### src/inc/logger_seq_pkg.sv
// constants, states and encodings shared by the low-power logger sequencer files
package logger_seq_pkg;

  // clock and time base
  localparam longint unsigned CLK_HZ            = 64'd100_000_000;
  localparam longint unsigned MINUTE_S          = 64'd60;
  localparam longint unsigned MINUTE_CYCLES     = MINUTE_S * CLK_HZ;
  localparam int              SNOOZE_PERIOD_MIN = 30;
  localparam int              ALARM_PERIOD_H    = 24;

  // widths
  localparam int PRESC_W  = 40;
  localparam int STAGE2_W = 8;
  localparam int ALARM_W  = 16;
  localparam int SAMPLE_W = 12;
  localparam int ADDR_W   = 8;

  // counter reload and reset values
  localparam logic [STAGE2_W-1:0] STAGE2_RELOAD = STAGE2_W'(SNOOZE_PERIOD_MIN - 1);
  localparam logic [ALARM_W-1:0]  ALARM_RELOAD  = ALARM_W'(ALARM_PERIOD_H * 60 - 1);
  localparam logic [ADDR_W-1:0]   ADDR_RST      = 8'h00;
  localparam logic [SAMPLE_W-1:0] SAMPLE_RST    = 12'h000;

  // power modes shown on mode_o
  localparam logic [1:0] MODE_STANDBY = 2'h0;
  localparam logic [1:0] MODE_SNOOZE  = 2'h1;
  localparam logic [1:0] MODE_NORMAL  = 2'h2;

  // reason for a transmission shown on tx_cause_o
  localparam logic [1:0] CAUSE_ALARM  = 2'h0;
  localparam logic [1:0] CAUSE_IRQ    = 2'h1;
  localparam logic [1:0] CAUSE_LEVEL  = 2'h2;
  localparam logic [1:0] CAUSE_BUTTON = 2'h3;

  // sequencer states, gray coded along standby-convert-write-compare-transmit-done
  typedef enum logic [2:0] {
    ST_STANDBY = 3'h0,
    ST_CONV    = 3'h1,
    ST_WRITE   = 3'h3,
    ST_CMP     = 3'h2,
    ST_TX      = 3'h6,
    ST_DONE    = 3'h7
  } seq_state_t;

endpackage

### src/hdl/low_power_logger_sequencer.sv
// mode sequencer of the low-power data logger: standby, snooze sampling and escalation to transmit
`timescale 1ns/1ps
module low_power_logger_sequencer
  import logger_seq_pkg::*;
#(
  parameter longint unsigned MINUTE_CYCLES_P = MINUTE_CYCLES
) (
  input  wire logic                core_clk_i,
  input  wire logic                rst_b_i,
  input  wire logic                ext_irq_i,
  input  wire logic                button_i,
  input  wire logic                conv_done_i,
  input  wire logic [SAMPLE_W-1:0] conv_ch0_i,
  input  wire logic [SAMPLE_W-1:0] conv_ch1_i,
  input  wire logic [SAMPLE_W-1:0] threshold_i,
  input  wire logic                tx_done_i,
  output logic                     conv_start_o,
  output logic                     buf_wr_o,
  output logic [ADDR_W-1:0]        buf_addr_o,
  output logic [SAMPLE_W-1:0]      buf_data_o,
  output logic                     level_irq_o,
  output logic                     tx_start_o,
  output logic [1:0]               tx_cause_o,
  output logic [1:0]               mode_o,
  output logic                     cpu_wake_o
);

  function automatic logic [1:0] mode_of(input seq_state_t s);
    case (s)
      ST_STANDBY: mode_of = MODE_STANDBY;
      ST_CONV,
      ST_WRITE,
      ST_CMP:     mode_of = MODE_SNOOZE;
      default:    mode_of = MODE_NORMAL;
    endcase
  endfunction

  seq_state_t state_reg;
  seq_state_t state_next;

  logic                minute_tick;
  logic                snooze_tick;
  logic                irq_meta_reg;
  logic                irq_sync_reg;
  logic                irq_prev_reg;
  logic                btn_meta_reg;
  logic                btn_sync_reg;
  logic                btn_prev_reg;
  logic                snz_pend_reg;
  logic                alarm_pend_reg;
  logic                irq_pend_reg;
  logic                btn_pend_reg;
  logic                alarm_cause_reg;
  logic                alarm_armed_reg;
  logic [ALARM_W-1:0]  alarm_cnt_reg;
  logic [SAMPLE_W-1:0] samp1_reg;

  logic                conv_start_next;
  logic                wr_next;
  logic [ADDR_W-1:0]   addr_next;
  logic [SAMPLE_W-1:0] data_next;
  logic                irq_next;
  logic                tx_start_next;
  logic [1:0]          cause_next;
  logic                go_tx;

  interval_timer #(
    .STAGE1_CYCLES (MINUTE_CYCLES_P)
  ) u_interval_timer (
    .core_clk_i    (core_clk_i),
    .rst_b_i       (rst_b_i),
    .stage1_tick_o (minute_tick),
    .stage2_tick_o (snooze_tick)
  );

  // pins are synchronised; edge detectors look only at the second stage and its delayed copy
  wire irq_edge    = irq_sync_reg & ~irq_prev_reg;
  wire btn_edge    = btn_sync_reg & ~btn_prev_reg;
  wire alarm_fire  = minute_tick & alarm_armed_reg & (alarm_cnt_reg == '0);
  wire esc_any     = alarm_pend_reg | irq_pend_reg | btn_pend_reg;
  wire level_hit   = (samp1_reg >= threshold_i);
  wire conv_enter  = (state_next == ST_CONV) && (state_reg == ST_STANDBY);
  wire rearm       = (state_reg == ST_DONE) && alarm_cause_reg;
  wire [1:0] esc_cause = alarm_pend_reg ? CAUSE_ALARM : irq_pend_reg ? CAUSE_IRQ : CAUSE_BUTTON;

  always_comb begin
    state_next      = state_reg;
    conv_start_next = 1'b0;
    wr_next         = 1'b0;
    addr_next       = buf_addr_o;
    data_next       = buf_data_o;
    irq_next        = 1'b0;
    tx_start_next   = 1'b0;
    cause_next      = tx_cause_o;
    go_tx           = 1'b0;
    case (state_reg)
      ST_STANDBY: begin
        if (esc_any) begin
          state_next    = ST_TX;
          tx_start_next = 1'b1;
          cause_next    = esc_cause;
          go_tx         = 1'b1;
        end else if (snz_pend_reg) begin
          state_next      = ST_CONV;
          conv_start_next = 1'b1;
        end
      end
      ST_CONV: begin
        if (conv_done_i) begin
          state_next = ST_WRITE;
          wr_next    = 1'b1;
          data_next  = conv_ch0_i;
        end
      end
      ST_WRITE: begin
        state_next = ST_CMP;
        wr_next    = 1'b1;
        data_next  = samp1_reg;
        addr_next  = buf_addr_o + 1'b1;
      end
      ST_CMP: begin
        addr_next = buf_addr_o + 1'b1;
        if (level_hit) begin
          state_next    = ST_TX;
          irq_next      = 1'b1;
          tx_start_next = 1'b1;
          cause_next    = CAUSE_LEVEL;
          go_tx         = 1'b1;
        end else if (esc_any) begin
          state_next    = ST_TX;
          tx_start_next = 1'b1;
          cause_next    = esc_cause;
          go_tx         = 1'b1;
        end else begin
          state_next = ST_STANDBY;
        end
      end
      ST_TX: begin
        if (tx_done_i) begin
          state_next = ST_DONE;
        end
      end
      ST_DONE:  state_next = ST_STANDBY;
      default:  state_next = ST_STANDBY;
    endcase
  end

  always_ff @(posedge core_clk_i or negedge rst_b_i) begin
    if (!rst_b_i) begin
      irq_meta_reg <= 1'b0;
      irq_sync_reg <= 1'b0;
      irq_prev_reg <= 1'b0;
      btn_meta_reg <= 1'b0;
      btn_sync_reg <= 1'b0;
      btn_prev_reg <= 1'b0;
    end else begin
      irq_meta_reg <= ext_irq_i;
      irq_sync_reg <= irq_meta_reg;
      irq_prev_reg <= irq_sync_reg;
      btn_meta_reg <= button_i;
      btn_sync_reg <= btn_meta_reg;
      btn_prev_reg <= btn_sync_reg;
    end
  end

  // a new event in the cycle its flag is consumed is kept: set wins
  always_ff @(posedge core_clk_i or negedge rst_b_i) begin
    if (!rst_b_i) begin
      snz_pend_reg    <= 1'b0;
      alarm_pend_reg  <= 1'b0;
      irq_pend_reg    <= 1'b0;
      btn_pend_reg    <= 1'b0;
      alarm_cause_reg <= 1'b0;
    end else begin
      snz_pend_reg   <= snooze_tick | (snz_pend_reg & ~conv_enter);
      alarm_pend_reg <= alarm_fire | (alarm_pend_reg & ~go_tx);
      irq_pend_reg   <= irq_edge | (irq_pend_reg & ~go_tx);
      btn_pend_reg   <= btn_edge | (btn_pend_reg & ~go_tx);
      if (go_tx) begin
        alarm_cause_reg <= alarm_pend_reg;
      end
    end
  end

  // the alarm fires once, then stays quiet until the alarm-caused pass re-arms it
  always_ff @(posedge core_clk_i or negedge rst_b_i) begin
    if (!rst_b_i) begin
      alarm_cnt_reg   <= ALARM_RELOAD;
      alarm_armed_reg <= 1'b1;
    end else if (rearm) begin
      alarm_cnt_reg   <= ALARM_RELOAD;
      alarm_armed_reg <= 1'b1;
    end else if (alarm_fire) begin
      alarm_armed_reg <= 1'b0;
    end else if (minute_tick && alarm_armed_reg) begin
      alarm_cnt_reg   <= alarm_cnt_reg - 1'b1;
    end
  end

  always_ff @(posedge core_clk_i or negedge rst_b_i) begin
    if (!rst_b_i) begin
      state_reg    <= ST_STANDBY;
      samp1_reg    <= SAMPLE_RST;
      conv_start_o <= 1'b0;
      buf_wr_o     <= 1'b0;
      buf_addr_o   <= ADDR_RST;
      buf_data_o   <= SAMPLE_RST;
      level_irq_o  <= 1'b0;
      tx_start_o   <= 1'b0;
      tx_cause_o   <= CAUSE_ALARM;
      mode_o       <= MODE_STANDBY;
      cpu_wake_o   <= 1'b0;
    end else begin
      state_reg    <= state_next;
      if (state_reg == ST_CONV && conv_done_i) begin
        samp1_reg <= conv_ch1_i;
      end
      conv_start_o <= conv_start_next;
      buf_wr_o     <= wr_next;
      buf_addr_o   <= addr_next;
      buf_data_o   <= data_next;
      level_irq_o  <= irq_next;
      tx_start_o   <= tx_start_next;
      tx_cause_o   <= cause_next;
      mode_o       <= mode_of(state_next);
      cpu_wake_o   <= (mode_of(state_next) == MODE_NORMAL);
    end
  end
endmodule

### src/hdl/interval_timer.sv
// two-stage interval timer: minute prescaler feeding a snooze-period counter
`timescale 1ns/1ps
module interval_timer
  import logger_seq_pkg::*;
#(
  parameter longint unsigned STAGE1_CYCLES = MINUTE_CYCLES
) (
  input  wire logic core_clk_i,
  input  wire logic rst_b_i,
  output logic      stage1_tick_o,
  output logic      stage2_tick_o
);

  localparam logic [PRESC_W-1:0] STAGE1_RELOAD = PRESC_W'(STAGE1_CYCLES - 64'd1);

  logic [PRESC_W-1:0]  presc_reg;
  logic [STAGE2_W-1:0] stage2_reg;

  wire stage1_uf = (presc_reg == '0);
  wire stage2_uf = stage1_uf && (stage2_reg == '0);

  always_ff @(posedge core_clk_i or negedge rst_b_i) begin
    if (!rst_b_i) begin
      presc_reg     <= STAGE1_RELOAD;
      stage2_reg    <= STAGE2_RELOAD;
      stage1_tick_o <= 1'b0;
      stage2_tick_o <= 1'b0;
    end else begin
      presc_reg     <= stage1_uf ? STAGE1_RELOAD : presc_reg - 1'b1;
      // the second stage only moves on first-stage underflows
      if (stage1_uf) begin
        stage2_reg <= (stage2_reg == '0) ? STAGE2_RELOAD : stage2_reg - 1'b1;
      end
      stage1_tick_o <= stage1_uf;
      stage2_tick_o <= stage2_uf;
    end
  end
endmodule

### config.mk
export PLATFORM = sky130hd
export DESIGN_NAME = low_power_logger_sequencer
export DESIGN_NICKNAME = d
export VERILOG_FILES = /design/src/inc/logger_seq_pkg.sv /design/src/hdl/low_power_logger_sequencer.sv /design/src/hdl/interval_timer.sv
export SDC_FILE = /design/constraint.sdc
export NUM_CORES = 1
export LEC_CHECK = 0
export BUFFER_PORTS_ARGS = -buffer_cell sky130_fd_sc_hd__buf_2
export CAP_MARGIN = 40
export CORE_ASPECT_RATIO = 1.4
export CORE_MARGIN = 3
export CORE_UTILIZATION = 45
export CTS_BUF_LIST = sky130_fd_sc_hd__clkbuf_4 sky130_fd_sc_hd__clkbuf_8 sky130_fd_sc_hd__clkbuf_16
export CTS_CLUSTER_DIAMETER = 80
export DETAILED_ROUTE_END_ITERATION = 10
export SETUP_SLACK_MARGIN = 0.15
export SLEW_MARGIN = 5
export SYNTH_ARGS = -nofsm -noshare
export SYNTH_HDL_FRONTEND = slang
export SYNTH_SLANG_ARGS = --single-unit
### constraint.sdc
create_clock -name core_clk_i -period 2.3 [get_ports core_clk_i]
set_input_delay 0.46 -clock core_clk_i [delete_from_list [all_inputs] [get_ports core_clk_i]]
set_output_delay 0.46 -clock core_clk_i [all_outputs]
set_load 0.1 [all_outputs]
==> Implementation_results.wiki <==
{| class="wikitable"
! Metric !! Value
|-
| Run status || finished with violations
|-
| Violations in the final reports || negative hold slack
|-
| Wire length on met3 || 468 µm
|-
| CTS sink count || 121
|-
| Routed length on met2 || 5700 µm
|-
| Num CTS Buffers || 17
|-
| Clock slew at reported path FFs || 50 ps
|-
| Via count of the first global-routing pass || ~4.3k
|-
| Cell with the most instances after synthesis || dfrtp_1
|-
| Count of H-tree levels built during CTS || 4
|-
| Residual DRC count || 0
|-
| Initial antenna violation count || 0
|-
| GRT Residual Overflow || 0
|-
| Final hold violations || 1
|-
| Detailed placement HPWL || between 8000 and 9000 µm
|-
| Global routing usage summed across all routing layers || 17.2%
|-
| Post-Place Worst Slack || -112 ps
|-
| Highest metal layer with signal wires || met4
|-
| Synth-to-layout area growth || 24.0%
|-
| Number of top-level pins || between 70 and 80
|-
| Total non-filler cell area in the finished layout || between 7000 and 8000 µm²
|-
| Final Non-Filler Cells || about 810
|-
| Shortest clock period the worst path allows after layout || 2090 ps
|-
| Final-layout worst hold slack || -0.861 ps
|-
| Area of the placeable core || 12600 µm²
|-
| Worst setup slack after layout || around 210 ps
|-
| Most common library cells after synthesis || 87 x dfrtp_1, 58 x nor2_1, 44 x nand2_1, 34 x dfstp_2, 27 x xnor2_1
|-
| Leakage || roughly 3.3 nW
|-
| Total iterations of the first detailed-routing run || 4
|-
| Vias per Instance || 5.34
|-
| Power per standard cell area || roughly 1200 nW/µm²
|-
| Synth top area cells || dfrtp_1 37%, dfstp_2 15%, xnor2_1 4.0%
|-
| Endpoint required time on the critical path || 2530 ps
|-
| Number of unique standard cell types used by synthesis || 66
|-
| Number of flops mapped to enable cells by yosys || 0
|-
| Pin count of the biggest net entering global routing || 63
|-
| Total Routed Length || between 10000 and 15000 µm
|-
| Number of nets produced by synthesis || 606
|-
| Critical path class || reg -> reg
|-
| Predominant post-synthesis flop cell || dfrtp_1
|-
| Number of slew-limit violations in the final report || 0
|-
| Biggest fanout along the worst timing path || 5
|-
| Worst slew margin || 44.8%
|-
| Total negative slack || 0 ps
|-
| Maximum clock frequency || 478 MHz
|-
| Global-route wire length before repair || 20000 µm
|-
| Final clock skew || 7.60 ps
|-
| Post-detailed-placement cell area || 6500 µm²
|-
| Diodes inserted || 0
|-
| Worst Tran Pin Value || 821 ps
|-
| Die ar. || between 10000 and 15000 µm²
|-
| Clock Root Buffer || clkbuf_16
|-
| Starting DRC count in detailed routing || 177
|-
| Average footprint of a synthesized cell || approximately 11 µm²
|-
| Clock tree from TritonCTS || yes
|-
| Register area share after synthesis || between 50% and 60%
|-
| Fraction of layout cells with a size suffix above 1 || 32.6%
|-
| Clock insertion delay at the later pin of the skew report || 400 ps
|-
| Worst vdd rail ir drop || 643 µV
|-
| Placer congestion estimate || 0.804
|-
| Clk buf depth || 2
|-
| Worst hold path class || in -> async
|-
| Worst Setup Start Kind || flip-flop
|-
| Initial core utilization || between 40% and 50%
|-
| Die H || approximately 140 µm
|-
| Largest register FFs || 40
|-
| Top-area cell type share of the netlist area || 37.0%
|-
| Period Utilization, post-route || approximately 91%
|-
| Die span in x || between 100 and 150 µm
|-
| Final Setup Violations || 0
|-
| Worst Path Arrival || 2330 ps
|-
| Leading area contributor after synthesis || dfrtp_1
|-
| Post-route ant nets || 0
|-
| Synth warn || 0
|-
| Placement row count || 48
|-
| Crit path capture type || flip-flop
|-
| WL per Instance || between 10 and 15 µm
|-
| Gate count of the mapped netlist || 547
|-
| Number of nets at the end of the flow || 703
|-
| Total power || 8.62 mW
|-
| Hold buffers post-CTS || 0
|-
| Yosys reg bits || 121
|-
| Total number of vias || between 4k and 5k
|-
| Setup repair after global routing missed its margin || true
|-
| Number of cells in the design after placement || 769
|-
| Synthesized area || approximately 5900 µm²
|-
| I/O Buffers || 70
|-
| Max-cap violations || 0
|-
| Met1 layer wirelength in the final routing || 5410 µm
|-
| Post-synthesis async set-or-reset flop share || 100%
|-
| Share of the core filled with cells || 58.1%
|}
layout by cell type (no fill, tap or decap), types with 4 or more instances in the layout:
| cell type | netlist | final |
|---|---|---|
| a21oi_1 | 21 | 21 |
| and2_1 | 4 | 4 |
| and3_1 | 4 | 4 |
| buf_2 | 4 | 69 |
| buf_4 | 1 | 21 |
| bufinv_16 | 0 | 5 |
| clkbuf_16 | 0 | 17 |
| dfrtp_1 | 87 | 86 |
| dfstp_2 | 34 | 34 |
| ha_1 | 17 | 14 |
| inv_1 | 26 | 26 |
| mux2_2 | 17 | 17 |
| mux2i_1 | 13 | 13 |
| nand2_1 | 44 | 44 |
| nand2b_1 | 6 | 6 |
| nand3_1 | 10 | 10 |
| nand4_1 | 7 | 7 |
| nor2_1 | 58 | 58 |
| nor2b_1 | 5 | 4 |
| nor3_1 | 26 | 24 |
| nor3_2 | 3 | 5 |
| nor4_1 | 9 | 7 |
| nor4_2 | 4 | 4 |
| o211ai_1 | 5 | 5 |
| o21ai_0 | 18 | 17 |
| or3_1 | 11 | 11 |
| or4_1 | 5 | 4 |
| xnor2_1 | 27 | 27 |
| xor2_1 | 18 | 18 |
power breakdown:
group	switching [mW]	internal, mW
clock	0.939	1.99
sequential	0.322	2.50
combinational	2.17	0.704
final timing paths:
| path | from | to | slack, ps | depth (start not counted) |
|---|---|---|---|---|
| worst min register to register | irq_meta_reg | irq_sync_reg | 360 | 0 |
| min in group core_clk_i | ext_irq_i | irq_meta_reg | 160 | 1 |
| max in group asynchronous | rst_b_i | u_interval_timer.presc_reg[26] | 1540 | 2 |
| worst max register to register | samp1_reg[10] | state_reg[1] | 210 | 7 |
| worst min-delay path | rst_b_i | buf_data_o[7] | -0.9 | 1 |
| worst max-delay path | samp1_reg[10] | state_reg[1] | 210 | 7 |
routing by layer:
| layer | vias to the layer above | global-route usage, % |
|---|---|---|
| met5 | - | 0 |
| met4 | 0 | 6.36 |
| met3 | 14 | 3.94 |
| met2 | 88 | 27.8 |
| met1 | 2069 | 22.3 |
| li1 | 2140 | - |
cells by family (layout without fill, tap and decap cells):
kind of cell    after synthesis  after routing  synth area share (%)
xor+xnor                     45             45                  6.70
fa+ha+maj                    17             17                  3.62
simple gates                218            218                  20.4
mux                          30             30                  5.47
buf+inv                      40            150                  2.83
flops                       121            121                  52.2
compound gates               76             76                  8.79
worst max-delay path, stage by stage, from the launching register on:
cell	delay (ps)
dfrtp_1	420
ha_4	240
o21ai_0	160
nor2_1	70
or4_4	560
o211ai_1	220
buf_4	170
o2111ai_2	80
layout make-up:
class | instances | area, µm²
Inverter | 26 | 97.6
Tap cell | 150 | 188
Clock buffer | 20 | 460
Multi-Input combinational cell | 386 | 2750
Timing Repair Buffer | 92 | 534
Sequential cell | 121 | 3070
Clock inverter | 12 | 196
Fill cell | 1053 | 5260
repair_timing:
item,4_1_cts,5_1_grt
hold endpoints to repair,0,0
endpoints found under the setup margin,6,13
gates resized for setup,1,19
buffers inserted,1,5
pin swaps,2,11
Note: power is estimated with default switching activity, not from simulation.
